===== src/hdl/dsrpd_map.svh =====
// Purpose: constants for the low-power state logic
// Assumes: 200 MHz device clock, 5 ns period
// Notes:   times kept in ns and the clock period in ps, cycle counts derived from them except txsdll and tcpded
`ifndef DSRPD_MAP_SVH
`define DSRPD_MAP_SVH
`define DSRPD_CLK_PS        16'h1388
`define DSRPD_TCKE_NS       16'h0008
`define DSRPD_TCKESR_NS     16'h000D
`define DSRPD_TXS_NS        16'h00AA
`define DSRPD_TXP_NS        16'h0006
`define DSRPD_TXPDLL_NS     16'h0018
`define DSRPD_TREFI_NS      32'h0000_1E78
`define DSRPD_TCKE_CYC      ((`DSRPD_TCKE_NS * 1000 + `DSRPD_CLK_PS - 1) / `DSRPD_CLK_PS)
`define DSRPD_TCKESR_CYC    ((`DSRPD_TCKESR_NS * 1000 + `DSRPD_CLK_PS - 1) / `DSRPD_CLK_PS)
`define DSRPD_TXS_CYC       ((`DSRPD_TXS_NS * 1000 + `DSRPD_CLK_PS - 1) / `DSRPD_CLK_PS)
`define DSRPD_TXP_CYC       ((`DSRPD_TXP_NS * 1000 + `DSRPD_CLK_PS - 1) / `DSRPD_CLK_PS)
`define DSRPD_TXPDLL_CYC    ((`DSRPD_TXPDLL_NS * 1000 + `DSRPD_CLK_PS - 1) / `DSRPD_CLK_PS)
`define DSRPD_TXSDLL_CYC    16'h0200
`define DSRPD_TCPDED_CYC    16'h0001
`define DSRPD_REFI_CYC      (`DSRPD_TREFI_NS * 1000 / `DSRPD_CLK_PS)
`define DSRPD_PD_MAX_REFI   16'h0009
`endif


===== src/hdl/dsrpd_pkg.sv =====
// Purpose: types for the low-power state logic
// Assumes: nothing beyond the map header
// Notes:   command pins travel as one packed struct
package dsrpd_pkg;
  typedef struct packed {
    logic cs_n;
    logic ras_n;
    logic cas_n;
    logic we_n;
  } dsrpd_cmd_t;

  // gray only on the idle -> pd entry -> ppd and sr -> sr exit steps
  typedef enum logic [2:0] {
    DSRPD_IDLE    = 3'b000,
    DSRPD_PD_ENT  = 3'b001,
    DSRPD_PPD     = 3'b011,
    DSRPD_APD     = 3'b010,
    DSRPD_SR      = 3'b110,
    DSRPD_SR_EXIT = 3'b111,
    DSRPD_PD_EXIT = 3'b101
  } dsrpd_state_t;

  typedef struct packed {
    logic in_sr;
    logic in_ppd;
    logic in_apd;
    logic slow_exit;
    logic buf_off;
    logic dll_on;
    logic dll_reset;
    logic refresh_req;
    logic cmd_ok;
    logic dll_cmd_ok;
  } dsrpd_stat_t;
endpackage


===== src/hdl/dsrpd_lowpower.sv =====
// Purpose: self-refresh and power-down state tracking of the memory die
// Assumes: inputs synchronous to clk; controller keeps its own timing duties
// Notes:   reset_n models the die reset pin, taken synchronously
//
// Overview of operation
// - self-refresh entry: cs, ras, cas, cke low, we high at clock edge
// - dll enabled: switched off on self-refresh entry, reset and on at exit
// - in self-refresh all inputs except cke and reset are ignored
// - an internal refresh within tcke, then periodic refresh from timer
// - exit is cke high alone, command not decoded; txs then txsdll before dll commands
// - power-down entered when cke sampled low with nop or deselect
// - all banks closed gives precharge power-down, else active
// - buffers off in power-down; receivers off after tcpded
// - active or a12 high: fast exit; a12 low precharge: dll off, slow
// - reset low during power-down goes straight to reset state
// - exit on cke high with nop; tcke hold; txp/txpdll; limit 9 trefi
`timescale 1ns/1ps
`include "dsrpd_map.svh"

module dsrpd_lowpower (
  input  wire logic                 clk,
  input  wire logic                 reset_n,
  input  wire logic                 cke,
  input  wire dsrpd_pkg::dsrpd_cmd_t cmd,
  input  wire logic                 banks_open,
  input  wire logic                 ops_busy,
  input  wire logic                 mr0_a12,
  input  wire logic                 mr1_dll_dis,
  output      dsrpd_pkg::dsrpd_stat_t stat,
  output      logic                 pd_overrun
);
  import dsrpd_pkg::*;

  localparam logic [15:0] TCKE   = 16'(`DSRPD_TCKE_CYC);
  localparam logic [15:0] TCKESR = 16'(`DSRPD_TCKESR_CYC);
  localparam logic [15:0] TXS    = 16'(`DSRPD_TXS_CYC);
  localparam logic [15:0] TXP    = 16'(`DSRPD_TXP_CYC);
  localparam logic [15:0] TXPDLL = 16'(`DSRPD_TXPDLL_CYC);
  localparam logic [15:0] TXSDLL = `DSRPD_TXSDLL_CYC;
  localparam logic [15:0] TCPDED = `DSRPD_TCPDED_CYC;
  localparam logic [15:0] REFI   = 16'(`DSRPD_REFI_CYC);
  localparam logic [15:0] PDMAX  = `DSRPD_PD_MAX_REFI;

  // ==========================================================
  // command decode
  logic is_nop;
  logic is_sre;
  assign is_sre = !cmd.cs_n && !cmd.ras_n && !cmd.cas_n && cmd.we_n && !cke;
  // nop or deselect qualifies power-down edges
  assign is_nop = cmd.cs_n || (cmd.ras_n && cmd.cas_n && cmd.we_n);

  // ==========================================================
  // state and timers
  dsrpd_state_t state, next_state;
  logic [15:0]  res_cnt, next_res_cnt;      // residency / exit delay counter
  logic [15:0]  refi_cnt, next_refi_cnt;    // internal refresh timer
  logic [15:0]  refi_num, next_refi_num;    // trefi periods spent in power-down
  logic [15:0]  dly_cnt, next_dly_cnt;      // txsdll after self-refresh exit
  logic         slow, next_slow;
  logic         dll_on, next_dll_on;
  logic         dll_rst, next_dll_rst;
  logic         ref_req, next_ref_req;
  logic         overrun, next_overrun;

  // next-state logic for all low-power tracking
  always_comb begin
    next_state       = state;
    next_res_cnt     = (res_cnt != 16'h0000) ? res_cnt - 16'h0001 : 16'h0000;
    next_dly_cnt     = (dly_cnt != 16'h0000) ? dly_cnt - 16'h0001 : 16'h0000;
    next_refi_cnt    = refi_cnt;
    next_refi_num    = refi_num;
    next_slow        = slow;
    next_dll_on      = dll_on;
    next_dll_rst     = 1'b0;
    next_ref_req     = 1'b0;
    next_overrun     = overrun;
    unique case (state)
      DSRPD_IDLE: begin
        if (is_sre) begin
          next_state       = DSRPD_SR;
          next_res_cnt     = TCKESR;
          // first internal refresh request comes tcke cycles after entry
          next_refi_cnt    = TCKE - 16'h0001;
          // dll turned off on entry when enabled
          next_dll_on      = 1'b0;
        end else if (!cke && is_nop) begin
          // power-down entry, receivers still live for tcpded
          next_state    = DSRPD_PD_ENT;
          next_res_cnt  = TCPDED;
          next_refi_cnt = REFI - 16'h0001;
          next_refi_num = 16'h0000;
        end
      end
      DSRPD_PD_ENT: begin
        if (res_cnt == 16'h0000) begin
          // settle into precharge or active power-down
          // slow exit only for precharged with a12 low
          next_slow   = !banks_open && !mr0_a12;
          next_state  = banks_open ? DSRPD_APD : DSRPD_PPD;
          next_dll_on = !mr1_dll_dis && (banks_open || mr0_a12);
          next_res_cnt = TCKE;
        end
      end
      DSRPD_PPD, DSRPD_APD: begin
        // power-down duration watch, 9 trefi
        // reload one short so that each period is exactly refi cycles long
        next_refi_cnt = (refi_cnt != 16'h0000) ? refi_cnt - 16'h0001 : REFI - 16'h0001;
        if (refi_cnt == 16'h0000) begin
          next_refi_num = refi_num + 16'h0001;
          if (refi_num + 16'h0001 >= PDMAX)
            next_overrun = 1'b1;
        end
        // exit only after tcke low time, with nop
        if (cke && is_nop && res_cnt == 16'h0000) begin
          next_state   = DSRPD_PD_EXIT;
          next_res_cnt = slow ? TXPDLL : TXP;
          next_dll_on  = !mr1_dll_dis;
          next_dll_rst = slow && !mr1_dll_dis;
        end
      end
      DSRPD_PD_EXIT: begin
        if (res_cnt == 16'h0000)
          next_state = DSRPD_IDLE;
      end
      DSRPD_SR: begin
        // refresh driven by internal timer, no command input
        next_refi_cnt = (refi_cnt != 16'h0000) ? refi_cnt - 16'h0001 : REFI - 16'h0001;
        if (refi_cnt == 16'h0000) begin
          next_ref_req = 1'b1;
        end
        // only cke is looked at while in self-refresh
        if (cke) begin
          // exit on cke high, txs and txsdll start
          next_state   = DSRPD_SR_EXIT;
          next_res_cnt = TXS;
          next_dly_cnt = TXSDLL;
          // dll back on with reset at exit
          next_dll_on  = !mr1_dll_dis;
          next_dll_rst = !mr1_dll_dis;
        end
      end
      DSRPD_SR_EXIT: begin
        if (res_cnt == 16'h0000)
          next_state = DSRPD_IDLE;
      end
      default: next_state = DSRPD_IDLE;
    endcase
    // clear the overrun marker on the next power-down entry from idle
    if (state == DSRPD_IDLE && next_state == DSRPD_PD_ENT)
      next_overrun = 1'b0;
    // dll held off while mr1 disables it, whatever the state asked for
    if (mr1_dll_dis)
      next_dll_on = 1'b0;
  end

  // registers; synchronous reset also breaks out of power-down
  always_ff @(posedge clk) begin
    // reset wins over any power-down state
    if (!reset_n) begin
      state       <= DSRPD_IDLE;
      res_cnt     <= 16'h0000;
      refi_cnt    <= 16'h0000;
      refi_num    <= 16'h0000;
      dly_cnt     <= 16'h0000;
      slow        <= 1'b0;
      dll_on      <= 1'b1;
      dll_rst     <= 1'b0;
      ref_req     <= 1'b0;
      overrun     <= 1'b0;
    end else begin
      state       <= next_state;
      res_cnt     <= next_res_cnt;
      refi_cnt    <= next_refi_cnt;
      refi_num    <= next_refi_num;
      dly_cnt     <= next_dly_cnt;
      slow        <= next_slow;
      dll_on      <= next_dll_on;
      dll_rst     <= next_dll_rst;
      ref_req     <= next_ref_req;
      overrun     <= next_overrun;
    end
  end

  // ==========================================================
  // status outputs
  // state flags decoded from the tracker
  assign stat.in_sr       = (state == DSRPD_SR);
  assign stat.in_ppd      = (state == DSRPD_PPD);
  assign stat.in_apd      = (state == DSRPD_APD);
  assign stat.slow_exit   = slow;
  // buffers off in self-refresh, and in power-down once tcpded has elapsed
  assign stat.buf_off     = (state == DSRPD_PPD) || (state == DSRPD_APD) ||
                            (state == DSRPD_SR);
  assign stat.dll_on      = dll_on;
  assign stat.dll_reset   = dll_rst;
  assign stat.refresh_req = ref_req;
  assign stat.cmd_ok      = (state == DSRPD_IDLE);
  assign stat.dll_cmd_ok  = (state == DSRPD_IDLE) && (dly_cnt == 16'h0000);
  assign pd_overrun       = overrun;

  // ==========================================================
  // checks
  sre_goes_sr_a : assert property (@(posedge clk) disable iff (!reset_n)
    (state == DSRPD_IDLE && is_sre) |=> state == DSRPD_SR)
    else $error("self-refresh entry not taken");
  sr_dll_off_a : assert property (@(posedge clk) disable iff (!reset_n)
    (state == DSRPD_SR) |-> !dll_on)
    else $error("dll on during self-refresh");
  sr_exit_rst_a : assert property (@(posedge clk) disable iff (!reset_n)
    (state == DSRPD_SR && cke && !mr1_dll_dis) |=> dll_rst && state == DSRPD_SR_EXIT)
    else $error("no dll reset at self-refresh exit");
  sr_ignores_a : assert property (@(posedge clk) disable iff (!reset_n)
    (state == DSRPD_SR && !cke) |=> state == DSRPD_SR)
    else $error("self-refresh left without cke");
  sr_first_ref_a : assert property (@(posedge clk) disable iff (!reset_n)
    (state == DSRPD_IDLE && is_sre) ##1 (!cke)[*2] |=> ref_req)
    else $error("no internal refresh within tcke");
  pd_entry_a : assert property (@(posedge clk) disable iff (!reset_n)
    (state == DSRPD_IDLE && !cke && is_nop && !is_sre) |=> state == DSRPD_PD_ENT)
    else $error("power-down entry missed");
  pd_kind_a : assert property (@(posedge clk) disable iff (!reset_n)
    (state == DSRPD_PD_ENT && res_cnt == 16'h0000) |=>
      (stat.in_apd == $past(banks_open)) && (stat.in_ppd != $past(banks_open)))
    else $error("wrong power-down kind");
  pd_slow_a : assert property (@(posedge clk) disable iff (!reset_n)
    (state == DSRPD_PD_ENT && res_cnt == 16'h0000 && !banks_open && !mr0_a12)
      |=> slow && !dll_on)
    else $error("slow exit mode not set");
  pd_exit_a : assert property (@(posedge clk) disable iff (!reset_n)
    ((state == DSRPD_PPD || state == DSRPD_APD) && cke && is_nop && res_cnt == 16'h0000)
      |=> state == DSRPD_PD_EXIT ##1 !stat.cmd_ok)
    else $error("power-down exit not tracked");
  pd_buf_a : assert property (@(posedge clk) disable iff (!reset_n)
    (state == DSRPD_IDLE && !cke && is_nop && !is_sre) |=>
      !stat.buf_off ##1 !stat.buf_off ##1 stat.buf_off)
    else $error("receivers not off right after tcpded");
  rst_exit_a : assert property (@(posedge clk)
    (!reset_n) |=> state == DSRPD_IDLE)
    else $error("reset did not end power-down");
  pd_min_stay_a : assert property (@(posedge clk) disable iff (!reset_n)
    (state == DSRPD_PD_ENT && res_cnt == 16'h0000) |=> (stat.in_ppd || stat.in_apd)[*3])
    else $error("power-down left before tcke");
endmodule


===== config.mk =====
export PLATFORM = sky130hd
export DESIGN_NAME = dsrpd_lowpower
export DESIGN_NICKNAME = d
export VERILOG_FILES = /design/src/hdl/dsrpd_pkg.sv /design/src/hdl/dsrpd_lowpower.sv
export VERILOG_INCLUDE_DIRS = /design/src /design/src/hdl
export SDC_FILE = /design/constraint.sdc
export NUM_CORES = 1
export LEC_CHECK = 0
export BUFFER_PORTS_ARGS = -buffer_cell sky130_fd_sc_hd__clkbuf_2
export CORE_UTILIZATION = 40
export CTS_BUF_LIST = sky130_fd_sc_hd__clkbuf_4 sky130_fd_sc_hd__clkbuf_8
export CTS_CLUSTER_DIAMETER = 120
export DETAILED_ROUTE_END_ITERATION = 7
export PLACE_DENSITY = 0.65
export SLEW_MARGIN = 10
export SYNTH_ARGS = -nofsm -noshare
export SYNTH_HDL_FRONTEND = slang
export SYNTH_SLANG_ARGS = --single-unit

===== constraint.sdc =====
create_clock -name clk -period 5.97 [get_ports clk]
set_input_delay 0.597 -clock clk [delete_from_list [all_inputs] [get_ports clk]]
set_output_delay 0.597 -clock clk [all_outputs]
set_load 0.05 [all_outputs]

======== Word-level counts from Yosys, hierarchy flattened ========
Cells that the tools add are included.
cells by class
  $add $sub $neg .......................... 4
  $lt $le $gt $ge ......................... 1
  equal/unequal tests ..................... 15
  mux-type cells .......................... 37
  bitwise logic cells ..................... 1
  reductions and logical operators ........ 45
operator list
  cell                     number
  $mux W16                 15
  $pmux W16 S2             2
  $pmux W16 S4             1
  $logic_not A16 Y1        3
  $reduce_bool A16 Y1      3
  $sub A16 B1 Y16 const B  3
  $mux W3                  7
  $add A16 B1 Y16 const B  1
  $ge A16 B4 Y1 const B    1
  $pmux W3 S5              1
  $logic_and A1 B1 Y1      14
  $eq A3 B3 Y1 const B     3
  $mux W1                  9
  $ne A3 B3 Y1 const B     3
  $logic_not A1 Y1         7
  $eq A3 B1 Y1 const B     2
  $eq A3 B2 Y1 const B     2
  $reduce_and A2 Y1        3
  $reduce_or A2 Y1         3
  $reduce_and A5 Y1        1
  $reduce_bool A5 Y1       1
  $logic_or A1 B1 Y1       4
  $ne A2 B2 Y1 const B     2
  $pmux W1 S4              1
  other kinds (10)         11
storage, ports and cells
  bits in registers ....................... 72
  input port bits ......................... 11
  word-level logic and storage cells ...... 113

======== Longest topological paths before layout ========
Gate-level depths: netlist of run 1.
  word-level depth ........................ 10
  depth in mapped cells ................... 8

======== Worst setup path before layout of run 1 ========
No wires, ideal clock.
  kind .................................... register -> output
  from .................................... register dly_cnt[4]
  to ...................................... output stat[0] (netlist name)
  arrival ................................. 2.705 ns
  data required time ...................... 5.373 ns
  slack ................................... 2.668 ns
  cell stages (with the launch flop) ...... 5
  path buffers ............................ 0
  path through ............................ dfxtp_1 nor4_1 nor2b_1 nand4_1 nor4_1
RTL lines
  what                    line                   source
  start, declared         dsrpd_lowpower.sv:58   logic [15:0] dly_cnt, next_dly_cnt;
  start signal, assigned  dsrpd_lowpower.sv:175  dly_cnt <= next_dly_cnt;
  end, declared           dsrpd_lowpower.sv:29   output dsrpd_pkg::dsrpd_stat_t stat,

==> metrics, run 1 <==
FMAX=311 MHz; asr flop ratio synth=0%; status=completed; area delta synth->final=9.08%; gpl congestion=0.805; drt first pass iters=4; DRC Markers=0; largest net degree at the start of global routing=22; final setup fails=0; cts repair resizes=0; Die Y=102 um; Synth Register Bits=72; Final Cycle Share=53.8%; synthesized area=4010 sq um; die area=10400 sq um; htree depth=3; clk buf depth=2; Yosys top cell area share=35.9%; DR vias/cell=5.54; port buffer count=20; I/O Pins=22; ANT cells=0; slowest stage delay, CP=580 ps; vias=3546; worst-path cell chain=nor4_1, nor2b_1, nand4_1, nor4_1, clkbuf_2; CP Launch Type=register; Syn Area/Cell=8.07 sq um; Critical Path Most Common Cell=nor4_1; Seq/Total Area, Yosys=35.9%; CTS tree=done; Power Dens Cells=437 nW/um^2; RSZ-0062 raised after global routing=false; library cells used by synthesis=59; overall routing resource usage=18.5%; Crit Path Max Fanout=6; DRT antenna net count=0; worst slew pin tran=969 ps; P_leak=1.58 nW; Fin. Hold Viols=0; number of flops mapped to enable cells by yosys=0; routed wire length=8830 um; clock slew at reported path FFs=80 ps; area of the core=9730 sq um; Die X=102 um; slowest stage cell, crit path=nor4_1; Starting Density=41.2%; Syn Inst Count=497; DRT iter0 DRCs=160; CTS root buffer=clkbuf_8; GRT overflow=0; YS warnings=0; largest cells by area after synthesis=dfxtp_1 36%, xnor2_1 6.1%, nor2_1 5.2%, a21oi_1 4.4%, nand2_1 3.4%; first-pass GRT wire length=15200 um; Net count, final=522; initial antenna violation count=0; FP Rows=36; peak supply drop=0.266 mV; vias in the first global route=3330; Worst Skew=15.8 ps; Rel. slew slack=35.1%; dpl hpwl=6360 um; Tot Pwr=0.00191 W; total CTS buffers=9; fin crit period=3210 ps; final setup TNS=0 ps; Worst EP arrival=2620 ps; post-synth net total=516; Worst-Skew Late Latency=350 ps; per-cell routed wire length=13.8 um; layout cells sized above 1=10.1%; clk sinks=72; Req. time, crit path=5370 ps; Max Transition Viols Final=0; max-cap viol count=0; postcts setup bufs=0; Synth area leader=dfxtp_1; worst hold path type=register to register; crit path kind=register to output port; crit path capture type=output port; Post-CTS Hold Buffers=0; commonest register cell after synthesis=dfxtp_1
-- metal layers --
layer,vias up,wire (um),GRT usage [%]
met3,13,327,4.17
met4,0,199,8.02
met2,74,4150,31.3
met5,-,0,0
met1,1639,4150,22.6
li1,1820,-,-
-- sequential cells by signal, indices dropped and copies added, names as in the netlist, 3 cells and up --
register / count
refi_cnt: 16
res_cnt: 16
state: 3
refi_num: 16
dly_cnt: 16
-- worst max-delay path, delay by kind of cell, from the launching register on --
kind,cells,cell delay [ps]
DFF,1,330
buffers and inverters,1,360
and+or+nand+nor,4,1580
-- synthesized netlist by cell type (4+ instances only) --
| cell type | n |
|---|---|
| dfxtp_1 | 72 |
| nor2_1 | 56 |
| nand2_1 | 36 |
| a21oi_1 | 35 |
| xnor2_1 | 28 |
| clkbuf_1 | 22 |
| inv_1 | 18 |
| nor3_1 | 18 |
| nor4_1 | 18 |
| o21ai_0 | 16 |
| nand3_1 | 14 |
| nand4_1 | 10 |
| or3_1 | 10 |
| or4_1 | 9 |
| ha_1 | 8 |
| nand2b_1 | 8 |
| xor2_1 | 8 |
| a31oi_1 | 7 |
| and3_1 | 7 |
| nor3b_1 | 7 |
| a21o_1 | 6 |
| nor2b_1 | 6 |
| o31ai_1 | 6 |
| nand3b_1 | 5 |
| o41ai_1 | 5 |
| a311oi_1 | 4 |
| buf_4 | 4 |
| nand4b_1 | 4 |
-- path summary, 6_finish.rpt --
path / startpoint / end / slack (ps) / cells after the start
worst max-delay path: dly_cnt[4] / stat[0] / 2760 / 5
worst min-delay path: dly_cnt[0] / dly_cnt[0] / 470 / 1
worst max register to register: res_cnt[3] / res_cnt[2] / 3360 / 5
worst min register to register: dly_cnt[0] / dly_cnt[0] / 470 / 1
-- kinds of logic (layout without fill, tap and decap cells) --
group,Yosys count,in the layout,share of synthesized area [%]
xor gates and xnor gates,36,36,7.86
muxes,5,5,1.31
DFF,72,72,35.9
adders and majority gates,8,8,2.50
AOI/OAI and AO/OA,106,106,17.3
and+or+nand+nor,224,224,30.4
buffers and inverters,46,56,4.68
-- stage by stage --
stage / utilization (%) / instance area, sq um / worst slack, ps / std cells / hold WS (ps)
2_1_floorplan: - / 4010 / 2670 / 497 / 427
3_3_place_gp: 43.0 / 4180 / 3200 / 625 / 442
3_5_place_dp: 43.0 / 4180 / 3200 / 625 / 455
4_1_cts: 45.0 / 4380 / 2780 / 640 / 474
5_1_grt: 45.0 / 4380 / 2520 / 640 / 494
6_report: 45.0 / 4380 / 2760 / 640 / 469
-- cells in the final DEF (no fill, tap or decap), types with 14 or more instances in the layout --
master / count
nor2_1: 56
nor4_1: 18
inv_1: 18
dfxtp_1: 72
clkbuf_2: 20
o21ai_0: 16
nor3_1: 18
nand3_1: 14
nand2_1: 36
a21oi_1: 35
xnor2_1: 28
-- final cells by class --
class	instances	area, sq um
Fill cell	1013	5350
Multi-Input combinational cell	379	2380
Sequential cell	72	1440
Tap cell	133	166
Clock buffer	10	138
Timing Repair Buffer	23	123
Inverter	18	67.6
Clock inverter	5	57.6
-- where the power goes --
| part | total (W) | switching (W) | internal (W) |
|---|---|---|---|
| combinational | 0.000841 | 0.000511 | 0.000330 |
| clock | 0.000384 | 0.000183 | 0.000201 |
| sequential | 0.000687 | 0.000110 | 0.000578 |
No activity file was read; power rests on OpenSTA's default activity.
==> run 2: changes to the inputs <==
==> constraint.sdc (replaced) <==
create_clock -name clk -period 3 [get_ports clk]
set_input_delay 0.3 -clock clk [delete_from_list [all_inputs] [get_ports clk]]
set_output_delay 0.3 -clock clk [all_outputs]
set_load 0.05 [all_outputs]
==> metrics, run 2 (same netlist as run 1, synthesis figures left out) <==
htree depth=3 (unchanged); sequential share of power=36.4% (was 35.9%); met2 usage=32.0% (was 31.3%); DRC Markers=0 (unchanged); status=completed (unchanged); crit path kind=register to register (was register to output port); NetSw=0.00161 W (was 0.000804 W); DRT antenna net count=0 (unchanged); GRT overflow=0 (unchanged); Crit Path Max Fanout=5 (was 6); met3 global-route usage=4.65% (was 4.17%); crit path capture type=register (was output port); switching portion of total power=42.9% (was 42.0%); met1 Track Usage GR=22.7% (was 22.6%); Power Dens Cells=857 nW/um^2 (was 437 nW/um^2); largest net degree at the start of global routing=22 (unchanged); worst-path cell chain=or4_1, or4_1, nor4_4, nand2_2, a2111oi_2 (was nor4_1, nor2b_1, nand4_1, nor4_1, clkbuf_2); total CTS buffers=9 (unchanged); area of the core=9730 sq um (unchanged); cell family with most CP delay=simple AND/OR/NAND/NOR gates (unchanged); buffers and inverters on the worst path=0 (was 1); CTS root buffer=clkbuf_8 (unchanged); max-cap viol count=0 (unchanged); dpl hpwl=6480 um (was 6360 um); initial antenna violation count=0 (unchanged); ANT cells=0 (unchanged); slowest stage cell, crit path=or4_1 (was nor4_1); worst slew pin tran=943 ps (was 969 ps); die area=10400 sq um (unchanged); Rel. slew slack=36.9% (was 35.1%); clock slew at reported path FFs=70 ps (was 80 ps); slowest stage delay, CP=600 ps (was 580 ps); Starting Density=41.2% (unchanged); Fin. Hold Viols=0 (unchanged); Die Y=102 um (unchanged); final setup fails=0 (unchanged); Die X=102 um (unchanged); DRT iter0 DRCs=148 (was 160); P_int=0.00214 W (was 0.00111 W); peak supply drop=0.505 mV (was 0.266 mV); Multi-input gate area=2390 sq um (was 2380 sq um); clk sinks=72 (unchanged); Worst Skew=9.52 ps (was 15.8 ps); P_leak=1.58 nW (about the same); Worst EP arrival=2800 ps (was 2620 ps); Post-CTS Hold Buffers=0 (unchanged); final core utilization=45.0% (about the same); routed wire length=8970 um (was 8830 um); per-cell routed wire length=14.0 um (was 13.8 um); CP Launch Type=register (unchanged); Req. time, crit path=3230 ps (was 5370 ps); CTS tree=done (unchanged); fin crit period=2570 ps; I/O Pins=22 (unchanged); worst hold path type=primary input to register (was register to register); port buffer count=20 (unchanged); layout cells sized above 1=11.0% (was 10.1%); Worst-Skew Late Latency=350 ps (about the same); Fillers=1017 (was 1013); overall routing resource usage=18.4% (was 18.5%); FMAX=389 MHz; area delta synth->final=9.20% (was 9.08%); Critical Path Most Common Cell=or4_1 (was nor4_1); first-pass GRT wire length=15200 um (about the same); DR vias/cell=5.63 (was 5.54); Comb pwr share=45.3% (was 44.0%); FP Rows=36 (unchanged); RSZ-0062 raised after global routing=false (unchanged); most frequent cells in the layout=72 x dfxtp_1, 56 x nor2_1, 36 x nand2_1 (unchanged); most common cell after layout, fill and taps aside=dfxtp_1 (unchanged); final setup TNS=0 ps (unchanged); Max Transition Viols Final=0 (unchanged); vias=3617 (was 3546); clock network power share=18.3% (was 20.1%); storage element area=1440 sq um (unchanged); Net count, final=524 (was 522); Final Cycle Share=85.7%; busiest layer in global routing=met2 (unchanged); Tot Pwr=0.00375 W (was 0.00191 W); drt first pass iters=4 (unchanged); clk buf depth=2 (unchanged); vias in the first global route=3320 (was 3330); gpl congestion=0.820 (was 0.805)
## run 2: cell types whose count changed in the layout (fill, tap and decap cells not counted), sizes merged
| cell | change |
|---|---|
| bufinv | -1 |
| buf | +2 |
| clkinvlp | -1 |
| clkinv | +2 |
| clkbuf | +1 |
## run 2: stage by stage
step	instance area [sq um]	instances	worst slack, ps	hold slack (ps)
finish	4380	643	430	193
floorplan	4020	497	566	380
detailed placement	4200	627	440	447
global route	4380	643	111	181
CTS	4370	643	260	179
global placement	4200	627	553	442
## run 2: final cells by class
class	count	share of cell area, %
clock buffers	11	3.17
clock inverters	5	0.771
inverters	18	1.54
multi-input cells	379	54.7
flip-flops and latches	72	32.9
well taps	133	3.80
repair buffers	25	3.14
## run 2: final timing paths
kind / startpoint / end / slack (ps) / cells after the start
hold reg to reg: dly_cnt[0] / dly_cnt[0] / 460 / 1
hold / removal: mr1_dll_dis / dll_rst / 190 / 2
setup reg to reg: res_cnt[10] / dll_rst / 430 / 5
setup / recovery: res_cnt[10] / dll_rst / 430 / 5
## run 2: routing by layer
layer	routed length [um]	vias to the layer above
met1	4130	1738
met5	0	-
met3	324	4
met2	4440	55
li1	-	1820
met4	72	0
## run 2: power by group through the flow
stage          clock [W]  combinational [W]  sequential (W)
6_report        0.000687            0.00170         0.00137
5_1_grt         0.000748            0.00191         0.00140
4_1_cts         0.000713            0.00171         0.00136
3_5_place_dp           0            0.00170         0.00138
3_3_place_gp           0            0.00166         0.00137
2_1_floorplan          0            0.00141         0.00131
## run 2: repair_timing
| item | CTS | global route |
|---|---|---|
| endpoints found under the setup margin | 0 | 1 |
| gates resized for setup | 0 | 1 |
| setup buffers | 0 | 0 |
==> run 3: changes to the inputs <==
--- a/config.mk
+++ b/config.mk
@@ -12,6 +12,7 @@
 export CTS_CLUSTER_DIAMETER = 120
 export DETAILED_ROUTE_END_ITERATION = 7
 export PLACE_DENSITY = 0.65
+export REMOVE_ABC_BUFFERS = 1
 export SLEW_MARGIN = 10
 export SYNTH_ARGS = -nofsm -noshare
 export SYNTH_HDL_FRONTEND = slang
==> metrics, run 3 (same netlist as run 1, synthesis figures left out) <==
Starting Density=41.2% (unchanged); total CTS buffers=9 (unchanged); overall routing resource usage=18.7% (was 18.4%); ANT cells=0 (unchanged); Fillers=1002 (was 1017); worst slew pin tran=953 ps (was 943 ps); fin crit period=2700 ps (was 2570 ps); max-cap viol count=0 (unchanged); busiest layer in global routing=met2 (unchanged); dpl hpwl=6440 um (was 6480 um); Max Transition Viols Final=0 (unchanged); I/O Pins=22 (unchanged); Die X=102 um (unchanged); Worst Skew=12.0 ps (was 9.52 ps); DRT antenna net count=0 (unchanged); area of the core=9730 sq um (unchanged); largest net degree at the start of global routing=21 (was 22); vias in the first global route=3311 (was 3320); fin worst setup slack=304 ps (was 430 ps); Post-CTS Hold Buffers=0 (unchanged); first-pass GRT wire length=15400 um (was 15200 um); clock slew at reported path FFs=70 ps (about the same); Worst-Skew Late Latency=350 ps (about the same); status=completed (unchanged); final setup fails=0 (unchanged); Req. time, crit path=2700 ps (was 3230 ps); Fin. Hold Viols=0 (unchanged); FP Rows=36 (unchanged); met1 Track Usage GR=24.9% (was 22.7%); postcts setup bufs=0 (unchanged); Tot Pwr=0.00394 W (was 0.00375 W); FMAX=371 MHz (was 389 MHz); drt first pass iters=4 (unchanged); final setup TNS=0 ps (unchanged); DRC Markers=0 (unchanged); RSZ-0062 raised after global routing=false (unchanged); peak supply drop=0.325 mV (was 0.505 mV); Crit Path Max Fanout=6 (was 5); vias=3621 (was 3617); DRT iter0 DRCs=165 (was 148); area delta synth->final=11.2% (was 9.20%); htree depth=3 (unchanged); CTS tree=done (unchanged); Worst EP arrival=2400 ps (was 2800 ps); clk buf depth=2 (unchanged); Final Cycle Share=89.9% (was 85.7%); clk sinks=72 (unchanged); gpl congestion=0.841 (was 0.820); most frequent cells in the layout=72 x dfxtp_1, 56 x nor2_1, 36 x nand2_1 (unchanged); die area=10400 sq um (unchanged); CTS root buffer=clkbuf_8 (unchanged); Hold WS=195 ps (was 193 ps); CP Launch Type=register (unchanged); most common cell after layout, fill and taps aside=dfxtp_1 (unchanged); DR vias/cell=5.56 (was 5.63); routed wire length=8960 um (was 8970 um); final core utilization=45.9% (was 45.0%); layout cells sized above 1=12.0% (was 11.0%); GRT overflow=0 (unchanged); Die Y=102 um (unchanged); worst hold path type=primary input to register (unchanged); met3 global-route usage=3.01% (was 4.65%); per-cell routed wire length=13.8 um (was 14.0 um); port buffer count=20 (unchanged); cts repair resizes=0 (unchanged); Rel. slew slack=36.2% (was 36.9%); initial antenna violation count=0 (unchanged); crit path kind=register to output port (was register to register); P_leak=1.64 nW (was 1.58 nW); Power Dens Cells=883 nW/um^2 (was 857 nW/um^2); pre-CTS WS=518 ps (was 440 ps); Net count, final=532 (was 524); met2 usage=29.5% (was 32.0%); crit path capture type=output port (was register)
-- run 3: cell count changes in the layout (fill, tap and decap cells not counted) --
cell,previous run,this run
buf_4,5,13
bufinv_16,0,1
clkbuf_4,2,0
clkbuf_8,9,11
clkinv_4,1,0
nor4_1,16,18
nor4_2,3,1
-- run 3: through the flow --
| step | cells | cell area (sq um) |
|---|---|---|
| after CTS | 651 | 4460 |
| after global placement | 635 | 4260 |
| after floorplan | 469 | 3890 |
| after detailed placement | 635 | 4260 |
| final | 651 | 4460 |
| after global routing | 651 | 4460 |
-- run 3: worst max-delay path: stages (launching register included) --
cell,delay [ps]
dfxtp_1,330
nor4_1,290
buf_4,170
nor2b_1,330
nand4_1,220
nor4_1,340
clkbuf_2,350
-- run 3: report_power, final --
| part | total, W | internal (W) | switching (W) |
|---|---|---|---|
| clock | 0.000800 | 0.000426 | 0.000374 |
| sequential | 0.00135 | 0.00115 | 0.000199 |
| combinational | 0.00179 | 0.000738 | 0.00106 |
| total | 0.00394 | 0.00231 | 0.00163 |
-- run 3: final timing paths --
| path | start | depth (start not counted) | slack (ps) | endpoint |
|---|---|---|---|---|
| worst max-delay path | dly_cnt[4] | 6 | 300 | stat[0] |
| worst min-delay path | mr1_dll_dis | 2 | 190 | dll_rst |
| worst min register to register | dly_cnt[0] | 1 | 470 | dly_cnt[0] |
| worst max register to register | res_cnt[10] | 5 | 460 | dll_rst |
-- run 3: final cells by class --
type | count | area, sq um | area share [%]
Sequential cell | 72 | 1440 | 32.3
Multi-Input combinational cell | 379 | 2380 | 53.4
Timing Repair Buffer | 33 | 198 | 4.43
Inverter | 18 | 67.6 | 1.51
Clock inverter | 5 | 55.1 | 1.23
Clock buffer | 11 | 151 | 3.39
Tap cell | 133 | 166 | 3.73
-- run 3: metal layers --
metal  routed length [um]  vias to the layer above  share of wire (%)
li1                     -                     1843                  -
met1                 4300                     1712                 48
met2                 4250                       50                 47
met3                  243                       16                2.7
met4                  169                        0                1.9
met5                    0                        -                  0
